<file path="src/srpd_map.svh">
// Purpose: offsets, fields, reset values and counts for the serdes control block
// Assumes: one system clock stands in for the selected reference clock
// Notes:   definitions only
`ifndef SRPD_MAP_SVH
`define SRPD_MAP_SVH

// ----------------------------------------------------------------
// register map
// ----------------------------------------------------------------
`define SRPD_CFG_OFFSET      8'h07
`define SRPD_CFG_RESET       8'h20
`define SRPD_CFG_REFSEL_LO   0
`define SRPD_CFG_PGEN_BIT    2
`define SRPD_CFG_PCLR_BIT    3
`define SRPD_CFG_SLOOP_BIT   4
`define SRPD_CFG_ALTF_BIT    5
`define SRPD_CFG_PLOOP_BIT   6
`define SRPD_CFG_LTIME_BIT   7

// ----------------------------------------------------------------
// data path
// ----------------------------------------------------------------
`define SRPD_WORD_W          16
`define SRPD_PRBS_LEN        23
`define SRPD_PRBS_TAP        18
`define SRPD_PRBS_SEED       23'h7FFFFF
`define SRPD_TX_LAT          5'h12
`define SRPD_SYNC_GOOD       4'h8
`define SRPD_BUF_DEPTH       2

`endif

</file>
<file path="src/srpd_pkg.sv">
// Purpose: shared types for the serdes control block
// Assumes: nothing
// Notes:   constants live in srpd_map.svh
package srpd_pkg;
    typedef enum logic [1:0] {
        SRPD_CHK_HUNT,
        SRPD_CHK_LOCK,
        SRPD_CHK_IDLE
    } srpd_chk_t;
    typedef logic [15:0] srpd_word_t;
endpackage : srpd_pkg

</file>
<file path="src/srpd_buf.sv">
// Purpose: two-entry valid/ready buffer on the receive word path
// Assumes: synchronous active-high reset
// Notes:   full and empty are exact; nothing is dropped under stall
`timescale 1ns/1ns
`default_nettype none
`include "srpd_map.svh"
module srpd_buf
    import srpd_pkg::*;
(
    input  wire logic       sys_clk_in,
    input  wire logic       sys_rst_in,
    input  wire logic       in_valid_in,
    output logic            in_ready_out,
    input  wire srpd_word_t in_data_in,
    output logic            out_valid_out,
    input  wire logic       out_ready_in,
    output srpd_word_t      out_data_out
);
    srpd_word_t mem [`SRPD_BUF_DEPTH];
    logic       wr_ptr;
    logic       rd_ptr;
    logic [1:0] count;
    logic       push;
    logic       pop;

    assign push          = in_valid_in && (count != 2'h2);
    assign pop           = out_ready_in && (count != 2'h0);
    assign in_ready_out  = (count != 2'h2);
    assign out_valid_out = (count != 2'h0);
    assign out_data_out  = mem[rd_ptr];

    always_ff @(posedge sys_clk_in) begin
        if (push) begin
            mem[wr_ptr] <= in_data_in;
        end
    end

    always_ff @(posedge sys_clk_in) begin
        if (sys_rst_in) begin
            wr_ptr <= 1'b0;
            rd_ptr <= 1'b0;
            count  <= 2'h0;
        end else begin
            if (push) begin
                wr_ptr <= ~wr_ptr;
            end
            if (pop) begin
                rd_ptr <= ~rd_ptr;
            end
            count <= 2'(count + {1'b0, push} - {1'b0, pop});
        end
    end
endmodule : srpd_buf
`default_nettype wire

</file>
<file path="src/srpd_top.sv">
// Purpose: control side of a 16-bit serdes: mode mux, ref select, prbs, loopback
// Assumes: sys_clk_in is the selected reference, one serial bit per cycle; serial lanes are bit-serial ports
// Notes:   register port is a plain parallel write/read of the configuration register
`timescale 1ns/1ns
`default_nettype none
`include "srpd_map.svh"

// Overview of operation
// - control_source_select low or open gives hardware mode from strap pins.
// - control_source_select high takes configuration from the configuration register.
// - both modes share the other controls; half-rate reference and loop timing exist in host mode only.
// - tx serializes 16-bit words msb first; rx deserializes back to words.
// - ref select upper bit picks tx reference, lower bit rx reference.
// - host mode only, alt bit d5 low selects half-rate references.
// - tx parallel to serial latency is 18 to 20 reference cycles.
// - fec reference on tx means fec line rate indication.
// - pattern_gen_enable replaces tx data with a 2^23-1 prbs.
// - pattern_gen_enable also enables the rx prbs checker.
// - fault flag is 1 whenever the checker is not synchronized.
// - pulsing pattern_fault_clear low clears the flag and restarts the search.
// - flag goes low once the checker sees the correct sequence.
// - serial remote loopback is forced off while prbs runs.
// - recovered serial data forms 16-bit parallel words on rx output.
// - at start, loss of signal or loss of lock use local reference.
// - host mode lets parallel remote loopback use de-jittered loop timing.
module srpd_top
    import srpd_pkg::*;
(
    input  wire logic       sys_clk_in,
    input  wire logic       sys_rst_in,
    input  wire logic       control_source_select_in,
    input  wire logic       reg_wr_in,
    input  wire logic [7:0] reg_addr_in,
    input  wire logic [7:0] reg_wdata_in,
    output logic      [7:0] reg_rdata_out,
    input  wire logic [1:0] strap_ref_rate_select_in,
    input  wire logic       strap_pattern_gen_enable_in,
    input  wire logic       strap_pattern_fault_clear_in,
    input  wire logic       strap_serial_remote_loopback_in,
    input  wire logic       strap_parallel_remote_loopback_in,
    input  wire logic       signal_lost_in,
    input  wire logic       lock_lost_in,
    input  wire srpd_word_t tx_parallel_in,
    output logic            tx_serial_out,
    input  wire logic       rx_serial_in,
    output srpd_word_t      rx_parallel_out,
    output logic            rx_parallel_valid_out,
    input  wire logic       rx_parallel_ready_in,
    output logic            tx_ref_fec_out,
    output logic            rx_ref_fec_out,
    output logic            ref_half_rate_out,
    output logic            rx_ref_local_out,
    output logic            loop_timing_out,
    output logic            pattern_fault_flag_out
);
    // ----------------------------------------------------------------
    // configuration register and control mux
    // ----------------------------------------------------------------
    logic [7:0] configuration_control;
    logic       host_mode;
    logic [1:0] ref_rate_select;
    logic       pattern_gen_enable;
    logic       pattern_fault_clear;
    logic       serial_remote_loopback;
    logic       parallel_remote_loopback;
    logic       alt_ref_freq_select;
    logic       clear_prev;
    logic       clear_pulse;

    function automatic logic pick(input logic host, input logic reg_bit, input logic pin);
        pick = host ? reg_bit : pin;
    endfunction : pick

    assign host_mode = control_source_select_in;

    always_ff @(posedge sys_clk_in) begin
        if (sys_rst_in) begin
            configuration_control <= `SRPD_CFG_RESET;
        end else if (reg_wr_in && host_mode && reg_addr_in == `SRPD_CFG_OFFSET) begin
            configuration_control <= reg_wdata_in;
        end
    end

    always_ff @(posedge sys_clk_in) begin
        if (sys_rst_in) begin
            reg_rdata_out <= 8'h00;
        end else if (reg_addr_in == `SRPD_CFG_OFFSET) begin
            reg_rdata_out <= configuration_control;
        end else begin
            reg_rdata_out <= 8'h00;
        end
    end

    // one mux per control bit; loop timing and the alternate reference bit read host_mode and their register bits directly
    assign ref_rate_select[0] = pick(host_mode,
        configuration_control[`SRPD_CFG_REFSEL_LO], strap_ref_rate_select_in[0]);
    assign ref_rate_select[1] = pick(host_mode,
        configuration_control[`SRPD_CFG_REFSEL_LO+1], strap_ref_rate_select_in[1]);
    assign pattern_gen_enable = pick(host_mode,
        configuration_control[`SRPD_CFG_PGEN_BIT], strap_pattern_gen_enable_in);
    assign pattern_fault_clear = pick(host_mode,
        configuration_control[`SRPD_CFG_PCLR_BIT], strap_pattern_fault_clear_in);
    assign serial_remote_loopback = pick(host_mode,
        configuration_control[`SRPD_CFG_SLOOP_BIT], strap_serial_remote_loopback_in);
    assign parallel_remote_loopback = pick(host_mode,
        configuration_control[`SRPD_CFG_PLOOP_BIT], strap_parallel_remote_loopback_in);
    // hardware mode has no alternate reference: always full rate
    assign alt_ref_freq_select = host_mode ? configuration_control[`SRPD_CFG_ALTF_BIT]
                                           : 1'b1;

    // clear acts on the rising edge that ends a low pulse
    always_ff @(posedge sys_clk_in) begin
        if (sys_rst_in) begin
            clear_prev <= 1'b1;
        end else begin
            clear_prev <= pattern_fault_clear;
        end
    end
    assign clear_pulse = pattern_fault_clear && !clear_prev;

    // ----------------------------------------------------------------
    // reference selection
    // ----------------------------------------------------------------
    always_ff @(posedge sys_clk_in) begin
        if (sys_rst_in) begin
            tx_ref_fec_out    <= 1'b0;
            rx_ref_fec_out    <= 1'b0;
            ref_half_rate_out <= 1'b0;
            rx_ref_local_out  <= 1'b1;
            loop_timing_out   <= 1'b0;
        end else begin
            tx_ref_fec_out    <= ref_rate_select[1];
            rx_ref_fec_out    <= ref_rate_select[0];
            ref_half_rate_out <= !alt_ref_freq_select;
            rx_ref_local_out  <= signal_lost_in || lock_lost_in;
            loop_timing_out   <= host_mode && parallel_remote_loopback &&
                                 configuration_control[`SRPD_CFG_LTIME_BIT];
        end
    end

    // ----------------------------------------------------------------
    // receive deserializer
    // ----------------------------------------------------------------
    srpd_word_t rx_shift;
    logic [3:0] rx_bit_cnt;
    srpd_word_t rx_word;
    logic       rx_word_valid;
    logic       buf_in_ready;
    srpd_word_t buf_data;
    logic       buf_valid;
    logic       out_take;

    always_ff @(posedge sys_clk_in) begin
        if (sys_rst_in) begin
            rx_shift      <= 16'h0000;
            rx_bit_cnt    <= 4'h0;
            rx_word       <= 16'h0000;
            rx_word_valid <= 1'b0;
        end else begin
            rx_shift   <= {rx_shift[14:0], rx_serial_in};
            rx_bit_cnt <= 4'(rx_bit_cnt + 4'h1);
            if (rx_bit_cnt == 4'hF) begin
                rx_word       <= {rx_shift[14:0], rx_serial_in};
                rx_word_valid <= 1'b1;
            end else if (buf_in_ready) begin
                rx_word_valid <= 1'b0;
            end
        end
    end

    // a word not taken before the next is built is overwritten; buffer absorbs stalls
    srpd_buf u_rx_buf (
        .sys_clk_in    (sys_clk_in),
        .sys_rst_in    (sys_rst_in),
        .in_valid_in   (rx_word_valid),
        .in_ready_out  (buf_in_ready),
        .in_data_in    (rx_word),
        .out_valid_out (buf_valid),
        .out_ready_in  (out_take),
        .out_data_out  (buf_data)
    );

    assign out_take = buf_valid && (!rx_parallel_valid_out || rx_parallel_ready_in);

    always_ff @(posedge sys_clk_in) begin
        if (sys_rst_in) begin
            rx_parallel_out       <= 16'h0000;
            rx_parallel_valid_out <= 1'b0;
        end else if (out_take) begin
            rx_parallel_out       <= buf_data;
            rx_parallel_valid_out <= 1'b1;
        end else if (rx_parallel_ready_in) begin
            rx_parallel_valid_out <= 1'b0;
        end
    end

    // ----------------------------------------------------------------
    // prbs generator
    // ----------------------------------------------------------------
    logic [22:0] gen_lfsr;
    logic        gen_bit;

    assign gen_bit = gen_lfsr[`SRPD_PRBS_LEN-1] ^ gen_lfsr[`SRPD_PRBS_TAP-1];

    always_ff @(posedge sys_clk_in) begin
        if (sys_rst_in || !pattern_gen_enable) begin
            gen_lfsr <= `SRPD_PRBS_SEED;
        end else begin
            gen_lfsr <= {gen_lfsr[21:0], gen_bit};
        end
    end

    // ----------------------------------------------------------------
    // transmit serializer and latency line
    // ----------------------------------------------------------------
    srpd_word_t tx_shift;
    logic [3:0] tx_bit_cnt;
    logic [17:0] tx_delay;
    logic       tx_bit;

    always_ff @(posedge sys_clk_in) begin
        if (sys_rst_in) begin
            tx_shift   <= 16'h0000;
            tx_bit_cnt <= 4'h0;
        end else begin
            tx_bit_cnt <= 4'(tx_bit_cnt + 4'h1);
            if (tx_bit_cnt == 4'hF) begin
                tx_shift <= tx_parallel_in;
            end else begin
                tx_shift <= {tx_shift[14:0], 1'b0};
            end
        end
    end

    // prbs replaces the data bit; loopback off while prbs runs
    always_comb begin
        if (pattern_gen_enable) begin
            tx_bit = gen_bit;
        end else if (serial_remote_loopback) begin
            tx_bit = rx_serial_in;
        end else begin
            tx_bit = tx_shift[15];
        end
    end

    // fixed pipe gives 18 + 1 register = 19 cycles, inside the 18..20 window
    always_ff @(posedge sys_clk_in) begin
        if (sys_rst_in) begin
            tx_delay      <= 18'h00000;
            tx_serial_out <= 1'b0;
        end else begin
            tx_delay      <= {tx_delay[16:0], tx_bit};
            tx_serial_out <= tx_delay[17];
        end
    end

    // ----------------------------------------------------------------
    // prbs checker
    // ----------------------------------------------------------------
    srpd_chk_t   chk_state;
    logic [22:0] chk_lfsr;
    logic [3:0]  chk_good;
    logic        chk_pred;

    assign chk_pred = chk_lfsr[`SRPD_PRBS_LEN-1] ^ chk_lfsr[`SRPD_PRBS_TAP-1];

    always_ff @(posedge sys_clk_in) begin
        if (sys_rst_in) begin
            chk_state <= SRPD_CHK_IDLE;
            chk_lfsr  <= 23'h000000;
            chk_good  <= 4'h0;
        end else begin
            chk_lfsr <= {chk_lfsr[21:0], rx_serial_in};                 // self-seeding
            case (chk_state)
                SRPD_CHK_IDLE: begin
                    chk_good <= 4'h0;
                    if (pattern_gen_enable) begin
                        chk_state <= SRPD_CHK_HUNT;
                    end
                end
                SRPD_CHK_HUNT: begin
                    // all-zero line predicts itself forever: no lock on it
                    if (!pattern_gen_enable) begin
                        chk_state <= SRPD_CHK_IDLE;
                    end else if (clear_pulse || chk_lfsr == '0 || chk_pred != rx_serial_in) begin
                        chk_good <= 4'h0;
                    end else if (chk_good == `SRPD_SYNC_GOOD) begin
                        chk_state <= SRPD_CHK_LOCK;
                    end else begin
                        chk_good <= 4'(chk_good + 4'h1);
                    end
                end
                SRPD_CHK_LOCK: begin
                    if (!pattern_gen_enable) begin
                        chk_state <= SRPD_CHK_IDLE;
                    end else if (clear_pulse || chk_pred != rx_serial_in) begin
                        chk_good  <= 4'h0;
                        chk_state <= SRPD_CHK_HUNT;
                    end
                end
                default: begin
                    chk_state <= SRPD_CHK_IDLE;
                end
            endcase
        end
    end

    // flag is 1 unless locked; an error while locked latches until the clear pulse
    logic fault_latched;
    always_ff @(posedge sys_clk_in) begin
        if (sys_rst_in) begin
            fault_latched <= 1'b0;
        end else if (chk_state == SRPD_CHK_LOCK && chk_pred != rx_serial_in) begin
            fault_latched <= 1'b1;                                      // set wins over clear
        end else if (clear_pulse) begin
            fault_latched <= 1'b0;
        end
    end

    always_ff @(posedge sys_clk_in) begin
        if (sys_rst_in) begin
            pattern_fault_flag_out <= 1'b1;
        end else begin
            pattern_fault_flag_out <= (chk_state != SRPD_CHK_LOCK) || fault_latched;
        end
    end
endmodule : srpd_top
`default_nettype wire

</file>
<file path="config.mk">
export PLATFORM = sky130hd
export DESIGN_NAME = srpd_top
export DESIGN_NICKNAME = d
export VERILOG_FILES = /design/src/srpd_pkg.sv /design/src/srpd_buf.sv /design/src/srpd_top.sv
export VERILOG_INCLUDE_DIRS = /design/src
export SDC_FILE = /design/constraint.sdc
export NUM_CORES = 1
export LEC_CHECK = 0
export ABC_AREA = 0
export BUFFER_PORTS_ARGS = -buffer_cell sky130_fd_sc_hd__buf_2
export CAP_MARGIN = 20
export CORE_ASPECT_RATIO = 1.2
export CORE_UTILIZATION = 45
export DETAILED_ROUTE_END_ITERATION = 10
export RECOVER_POWER = 25
export SLEW_MARGIN = 20
export SYNTH_ARGS = -nofsm -noshare
export SYNTH_HDL_FRONTEND = slang
export SYNTH_SLANG_ARGS = --single-unit
</file>
<file path="constraint.sdc">
create_clock -name sys_clk_in -period 4.8 [get_ports sys_clk_in]
set_clock_uncertainty 0.2 [all_clocks]
set_input_delay 0.48 -clock sys_clk_in [delete_from_list [all_inputs] [get_ports sys_clk_in]]
set_output_delay 0.48 -clock sys_clk_in [all_outputs]
set_load 0.02 [all_outputs]
</file>
* Word-level counts from Yosys, hierarchy flattened
Memories as Yosys holds them, arrays and structs flattened. A register that Yosys moved wholly into a read port is not among the register bits. Index checks and enable logic that the tools add are counted.
Storage, ports and cells: register bits 156, memory bits (writable) 32, output and inout bits 32, logic and storage cells 118, memories kept 1
Memories:
- u_rx_buf.mem | depth 2, bits a word 16, rd ports 1, clocked after Yosys merged registers in 1, write ports 1, RTL line srpd_buf.sv:19 | srpd_word_t mem [`SRPD_BUF_DEPTH];
Operators by class: add/subtract/negate cells 5, equality and inequality tests 17, mux-type cells 31, bitwise operators 6, reductions and logical operators 31
Operators by type and width (count):
- 23-bit logical NOT | 1
- 4-bit 2-to-1 mux | 5
- 1-bit 2-to-1 mux | 17
- 16-bit 2-to-1 mux | 1
- 4-bit by 1-bit adder with 4-bit output (second input constant) | 3
- 4-bit == test (second input constant) | 3
- 2-bit 2-to-1 mux | 6
- 3-bit inequality test (second input constant) | 4
- 4-bit one-hot mux with 3 select lines | 1
- 2-bit inequality test (second input constant) | 5
- 1-bit logical AND | 9
- 8-bit by 3-bit == test with 1-bit output (second input constant) | 1
- 2-bit nonzero test | 4
- 1-bit logical OR | 7
- 2-bit one-hot mux with 3 select lines | 1
- 5-bit AND reduction | 1
- 1-bit logical NOT | 4
- 1-bit inverter | 4
- 4-bit AND reduction | 1
- 2-bit OR reduction | 2
- 3-bit nonzero test | 1
- 2-bit by 1-bit adder with 2-bit output | 1
- 2-bit by 1-bit == test with 1-bit output (second input constant) | 1
- 2-bit == test (second input constant) | 1
- other kinds (5) | 6

* Logic depth before layout (Yosys ltp)
Gate-level depths: netlist (run 1).
depth after elaboration 7, mapped depth 10, depth with buffers taken out 8

* By module
A second synthesis (run 1) with hierarchy kept.
Second synthesis, totals: cells, all modules 582, area, all modules 6434.9 um2
Modules (own cells, without submodules):
- srpd_top | instances 1, cells each 508, area an instance 4996.0 um2, sequential area each 3062.9 um2
- srpd_buf | instances 1, cells each 74, area an instance 1438.9 um2, sequential area each 1061.0 um2

* Least setup slack after synthesis (run 1)
Ideal clock, no wire load.
path kind input -> register, start input rx_parallel_ready_in, end register u_rx_buf.count[1], arrival 1.972 ns, setup slack 2.500 ns, stages 10, buffers on the path 2, cells stage by stage nand2b_1 > o21a_1 > clkbuf_1 > clkbuf_1 > ha_1 > inv_1 > ha_1 > xor2_1 > xnor2_1 > nor2_1
On the way: longest elaborated chain between the ends 4
Ends and longest elaborated chain:
- start: declaration | RTL line srpd_top.sv:48 | input wire logic rx_parallel_ready_in,
- 1-bit logical OR | RTL line srpd_top.sv:183 | assign out_take = buf_valid && (!rx_parallel_valid_out || rx_parallel_ready_in);
- 1-bit logical AND | RTL line srpd_top.sv:183
- named net out_take | RTL line srpd_top.sv:151 | logic out_take;
- 1-bit logical AND | RTL line srpd_buf.sv:27 | assign pop = out_ready_in && (count != 2'h0);
- 2-bit by 1-bit subtractor with 2-bit output | RTL line srpd_buf.sv:50 | count <= 2'(count + {1'b0, push} - {1'b0, pop});
- end signal: assignment | RTL line srpd_buf.sv:50
- end: declaration | RTL line srpd_buf.sv:22 | logic [1:0] count;
The timed path passes the listed nets, and every way through them passes these cells. A chain may end at the register's enable or synchronous reset.

* Final worst setup path (run 1)
start input sys_rst_in, end register tx_shift[0]
On the way: longest elaborated chain between the ends 1
Ends and longest elaborated chain:
- start: declaration | RTL line srpd_top.sv:30 | input wire logic sys_rst_in,
- 2-bit OR reduction (no line)
- end signal: assignment | RTL line srpd_top.sv:228 | tx_shift <= tx_parallel_in;
- end signal: assignment | RTL line srpd_top.sv:230 | tx_shift <= {tx_shift[14:0], 1'b0};
- end: declaration | RTL line srpd_top.sv:216 | srpd_word_t tx_shift;
Every way passes these cells.

==> reports/results.ini, run 1 <==
[run_status]
outcome = finished with violations
violations = capacitance limit, slew limit

[timing]
finalHoldViolCount = 0
rsz0062_at_grt = no
fin_setup_tns_ns = 0
max_freq_ghz = 0.319
period_needed_ns = 3.13
setup_violations = 0
slew_headroom_pct = -60.2
slew_viol_final = 59
finalCritPeriodShare_pct = 65.2
worst_pin_slew_ns = 2.40

[route]
via_per_inst = 4.82
drtAntennaViolNets = 0
drt_first_pass_iters = 4
dr.first_iter.drc_count = 128
wl_per_cell_um = 12.1
wl_mm = 9.84
num_vias = 3910
drc = 0

[floorplanning]
fp.dieH_um = 131
start_util_pct = 46.8
io_pins = 78
core_area_um2 = 13400
placementRows = 46
fp.dieArea_um2 = 14400
die_w_um = 110

[worst_setup_path]
crit_slowest_cell = clkbuf_1
cp_max_fo = 91
crit_required_ns = 4.87
critPathKind = in2reg
critPathCaptureType = flop
setup.worst_path.start_class = input port
cp_cell_sequence = clkbuf_1 > buf_4 > nor3b_1
cp_slowest_stage_delay_ns = 1.67
arrival_ns = 3.20

[yosys]
syn_area_um2 = 6240
seq_area_frac_synth_pct = 65.7
synth_edf_count = 32
avgSynthCellArea_um2 = 11.1
syn_inst = 562
ys_warn_count = 0
synth_seq_cells = 189
async_reset_ff_share_pct = 0
synth_nets = 614
synthFlopType = dfxtp_1
synth_cell_types = 40

[clock_tree]
clk_latency_ns = 0.42
cts_root_buf = clkbuf_16
ctsResizeCount = 0
cts_buffer_depth = 2
htree_levels = 4
clk_pin_slew_ns = 0.06
cts_made_buffers = 17
clkSinkCount = 189
holdBufCountCts = 0
cts_setup_buffers = 0
cts_tree = done

[placed_design]
hpwl_mm = 6.51
numPortBuffers = 76
place_inst = 779
gp_congestion = 0.729

[global_routing]
antenna_found_initial = 0
grt_max_degree = 92
track_usage_pct = 15.1
overflow = 0
grt_pass1_wl_mm = 16.7
grt_pass1_vias = 3689

[finish]
fin_nets = 682
instances_no_fill = 811
multiInputGateArea_um2 = 1990
synthToLayoutAreaGrowth_pct = 16.1
antenna_cells = 0
regArea_um2 = 4100
fill_cells = 1164
drive_gt1_share_pct = 16.0

[pwr]
power_density_nw_per_um2 = 468
p_total_mw = 3.40
peakVddDrop_v = 0.000274
p_leak_nw = 2.74

[worst_hold_path]
worstHoldPathType = in2reg

[job]
cap_violations = 1

## cell usage after synthesis, types with 5 or more instances
cell type  count  area [um^2]
a211oi_1      16          120
a21oi_1       35          175
and2_1         8         50.1
clkbuf_1      28          105
dfxtp_1      157         3140
edfxtp_1      32          961
ha_1           6         75.1
inv_1          8         30.0
mux2i_1       29          290
nand2_1       70          263
nand3_1        8         40.0
nor2_1        41          154
nor2b_1       47          294
nor4_1         5         31.3
or3_1         23          144
xnor2_1        7         61.3
## metrics by stage
stage               hold slack [ns]  worst slack (ns)  util (%)  area [um^2]
finish                       0.0431              1.67      54.3         7250
global route                 0.0289              1.34      54.3         7250
CTS                          0.0215              2.74      54.4         7260
detailed placement            0.198              2.49      50.5         6750
global placement              0.194              2.49      50.5         6750
floorplan                     0.190              2.50         -         6240
## final timing paths
path | startpoint | to | slack [ns] | cells after the start
min reg2reg | gen_lfsr[20] | gen_lfsr[21] | 0.21 | 1
max | sys_rst_in | tx_shift[0] | 1.67 | 3
min | signal_lost_in | rx_ref_local_out | 0.04 | 2
max reg2reg | u_rx_buf.count[1] | u_rx_buf.count[1] | 2.76 | 8
## registers in the layout, indices dropped and copies added (netlist names), 9 cells and up
| register | flops |
|---|---|
| u_rx_buf.mem | 32 |
| gen_lfsr | 23 |
| tx_delay | 18 |
| rx_parallel_out | 16 |
| rx_word | 16 |
| tx_shift | 16 |
| rx_shift | 14 |
| chk_lfsr | 9 |
## logic make-up after synthesis
logic type	share of synthesized area, %
buf+inv	2.40
fa+ha+maj	1.20
mux	4.83
compound gates	6.17
simple gates	18.1
flops	65.7
xor+xnor	1.54
## report_power, final
| part | leakage [nW] | internal [mW] | total [mW] | switching, mW |
|---|---|---|---|---|
| logic | 0.923 | 0.183 | 0.432 | 0.249 |
| registers | 1.57 | 1.69 | 1.75 | 0.0655 |
| clock network | 0.252 | 0.682 | 1.21 | 0.531 |
## layout make-up
class | count | area share [%]
well taps | 168 | 2.90
inverters | 8 | 0.414
repair buffers | 80 | 5.57
clock buffers | 24 | 6.50
clock inverters | 8 | 0.587
multi-input cells | 334 | 27.4
flip-flops and latches | 189 | 56.6
## cell usage in the layout (no fill, tap or decap), types with 2 or more instances in the layout
| cell | count |
|---|---|
| a211oi_1 | 16 |
| a21oi_1 | 35 |
| a31oi_1 | 2 |
| and2_1 | 8 |
| and3_1 | 3 |
| buf_2 | 74 |
| buf_4 | 3 |
| clkbuf_1 | 8 |
| clkbuf_16 | 17 |
| clkbuf_8 | 2 |
| clkinv_1 | 4 |
| clkinv_2 | 2 |
| clkinv_4 | 2 |
| dfxtp_1 | 157 |
| edfxtp_1 | 32 |
| ha_1 | 6 |
| inv_1 | 8 |
| mux2i_1 | 29 |
| nand2_1 | 70 |
| nand2b_1 | 3 |
| nand3_1 | 8 |
| nor2_1 | 41 |
| nor2b_1 | 47 |
| nor3_1 | 4 |
| nor3b_1 | 3 |
| nor4_1 | 5 |
| o21ai_0 | 4 |
| or3_1 | 23 |
| xnor2_1 | 7 |
| xor2_1 | 4 |
## worst max-delay path: cells and delay by family
family | cells | cell delay, ns
buffers and inverters | 2 | 2.57
AND/OR/NAND/NOR | 1 | 0.12
## layer usage
metal / GRT usage [%] / vias to the layer above / wire length, um
met3: 3.92 / 19 / 229
met4: 7.92 / 0 / 242
met1: 17.2 / 1802 / 4500
met5: 0 / - / 0
li1: - / 2044 / -
met2: 25.9 / 45 / 4870
No activity file was read; power rests on OpenSTA's default activity.
==> run 2: changes to the inputs <==
==> constraint.sdc (replaced) <==
create_clock -name sys_clk_in -period 3 [get_ports sys_clk_in]
set_clock_uncertainty 0.2 [all_clocks]
set_input_delay 0.3 -clock sys_clk_in [delete_from_list [all_inputs] [get_ports sys_clk_in]]
set_output_delay 0.3 -clock sys_clk_in [all_outputs]
set_load 0.02 [all_outputs]
==> run 2 against run 1 <==
- the run now ends clean
- clock-buffer cell count decreased by 4
- sequential share of layout area decreased by 3.0 points
- non-clock buffer count increased by 31
- power increased by 69%
- global-route usage increased by 0.98 points
- final area increased by 5.6%
- wire length increased by 6.4%
- worst hold slack improved by 0.0055 ns
- sequential power increased by 60%
- worst setup slack got worse by 0.69 ns
- largest power group unchanged
==> reports/results.ini, run 2 (synthesized netlist as in run 1, its figures left out) <==
[run_status]
outcome = finished clean

[placed_design]
numPortBuffers = 76  ; unchanged
hpwl_mm = 6.51  ; about the same
gp_congestion = 0.739  ; +1.4%
place_inst = 779  ; unchanged

[worst_setup_path]
setup.worst_path.start_class = input port
arrival_ns = 2.17  ; -1.03 ns
cp_max_fo = 6  ; -93%
critical_path.top_delay_family = simple AND/OR/NAND/NOR gates
r2r_setup_slack_ns = 1.09  ; -1.67 ns
cp_slowest_stage_delay_ns = 0.54  ; -1.13 ns
cp_cell_sequence = dlygate4sd3_1 > buf_2 > mux2i_1 > nor2_1 > nor3_1 > nand4_1 > o21ai_0
critPathCaptureType = flop
critPathKind = in2reg
crit_required_ns = 3.15  ; -1.72 ns
path_buf_inv = 2  ; unchanged
crit_slowest_cell = dlygate4sd3_1

[floorplanning]
fp.dieArea_um2 = 14400  ; unchanged
fp.dieH_um = 131  ; unchanged
core_area_um2 = 13400  ; unchanged
die_w_um = 110  ; unchanged
io_pins = 78  ; unchanged
start_util_pct = 46.8  ; unchanged
placementRows = 46  ; unchanged

[timing]
fin_hold_ws_ns = 0.0486  ; +0.00545 ns
finalHoldViolCount = 0  ; unchanged
setup_violations = 0  ; unchanged
max_freq_ghz = 0.494
rsz0062_at_grt = no
period_needed_ns = 2.03
slew_viol_final = 0  ; -100%
worst_pin_slew_ns = 0.962  ; -1.44 ns
slew_headroom_pct = 35.8  ; +96 points
finalCritPeriodShare_pct = 67.5
fin_setup_tns_ns = 0  ; unchanged

[finish]
final_common_cell = dfxtp_1
largest_register_ffs = 32  ; unchanged
regMostFlops = u_rx_buf.mem
reg_top3 = u_rx_buf.mem: 32 flops, gen_lfsr: 23 flops, tx_delay: 18 flops
fin_nets = 713  ; +4.5%
synthToLayoutAreaGrowth_pct = 22.6
final_util_pct = 57.3  ; +3.0 points
fill_cells = 1145  ; -1.6%
antenna_cells = 0  ; unchanged
drive_gt1_share_pct = 16.9  ; +0.90 points
final_cell_mix = dfxtp_1 (157), buf_2 (75), nand2_1 (70), nor2b_1 (47), nor2_1 (41)
instances_no_fill = 842  ; +3.8%

[route]
wl_per_cell_um = 12.4  ; +2.5%
wl_mm = 10.5  ; +6.4%
drtAntennaViolNets = 0  ; unchanged
drt_first_pass_iters = 4  ; unchanged
num_vias = 4025  ; +2.9%
drc = 0  ; unchanged
via_per_inst = 4.78  ; -0.85%
dr.first_iter.drc_count = 201  ; +57%

[global_routing]
grt_max_degree = 92  ; unchanged
grt_pass1_vias = 3859  ; +4.6%
antenna_found_initial = 0  ; unchanged
overflow = 0  ; unchanged
track_usage_pct = 16.1  ; +0.98 points
grt_pass1_wl_mm = 17.7  ; +5.8%

[clock_tree]
cts_made_buffers = 17  ; unchanged
clk_pin_slew_ns = 0.07  ; about the same
holdBufCountCts = 31  ; +31
ctsResizeCount = 0  ; unchanged
clk_latency_ns = 0.42  ; about the same
clkSinkCount = 189  ; unchanged
cts_setup_buffers = 0  ; unchanged
cts_buffer_depth = 2  ; unchanged
cts_root_buf = clkbuf_16
htree_levels = 4  ; unchanged
cts_tree = done

[pwr]
p_sw_share_pct = 24.8  ; -0.084 points
power_frac_comb_pct = 12.7  ; about the same
power_frac_clock_pct = 38.4  ; +2.7 points
switching_power_mw = 1.42  ; +68%
power_density_nw_per_um2 = 748  ; +60%
pwr-share-seq_pct = 48.9  ; -2.7 points
intPower_mw = 4.30  ; +69%
p_leak_nw = 2.93  ; +6.9%
peakVddDrop_v = 0.000517  ; +89%

[job]
cap_violations = 0  ; -1

[worst_hold_path]
worstHoldPathType = in2reg

==> run 2: layout make-up <==
class                      count  area, um^2  share of cell area [%]
clock buffer                  20         468                    6.11
clock inverter                12         118                    1.54
inverter                       8        30.0                   0.392
multi-input combinational    334        1990                    26.0
sequential                   189        4100                    53.6
tap                          168         210                    2.75
timing repair buffer         111         736                    9.61
==> run 2: worst register-to-register path, delay by kind of cell (launching register included) <==
kind	cells	cell delay, ns
simple gates	2	0.77
compound gates	1	0.21
flops	1	0.34
xor+xnor	2	0.34
==> run 2: through the flow <==
stage	cell area [um^2]	setup slack [ns]	total power [mW]
final	7660	0.974	5.73
after global routing	7660	0.814	6.00
after CTS	7660	1.00	5.79
after detailed placement	6760	0.849	3.57
after global placement	6760	0.880	3.54
after floorplan	6240	0.815	3.37
==> run 2: worst paths after layout <==
check / startpoint / endpoint / depth (start not counted)
min reg2reg: gen_lfsr[10] / gen_lfsr[11] / 1
max reg2reg: chk_lfsr[17] / chk_good[2] / 5
min: control_source_select_in / ref_half_rate_out / 2
max: strap_pattern_fault_clear_in / chk_good[2] / 7
==> run 2: layer usage <==
layer  global-route usage, %  up-vias  wire (um)
met3                    4.02       17        282
met5                       0        -          0
li1                        -     2102          -
met1                    19.4     1852       4760
met4                    8.39        0        246
met2                    26.5       54       5180
==> run 2: power groups by stage <==
stage	Sequential, mW	Clock [mW]	Combinational [mW]
6_report	2.80	2.20	0.729
3_3_place_gp	2.85	0	0.689
2_1_floorplan	2.93	0	0.445
3_5_place_dp	2.86	0	0.706
5_1_grt	2.83	2.35	0.823
4_1_cts	2.80	2.25	0.739
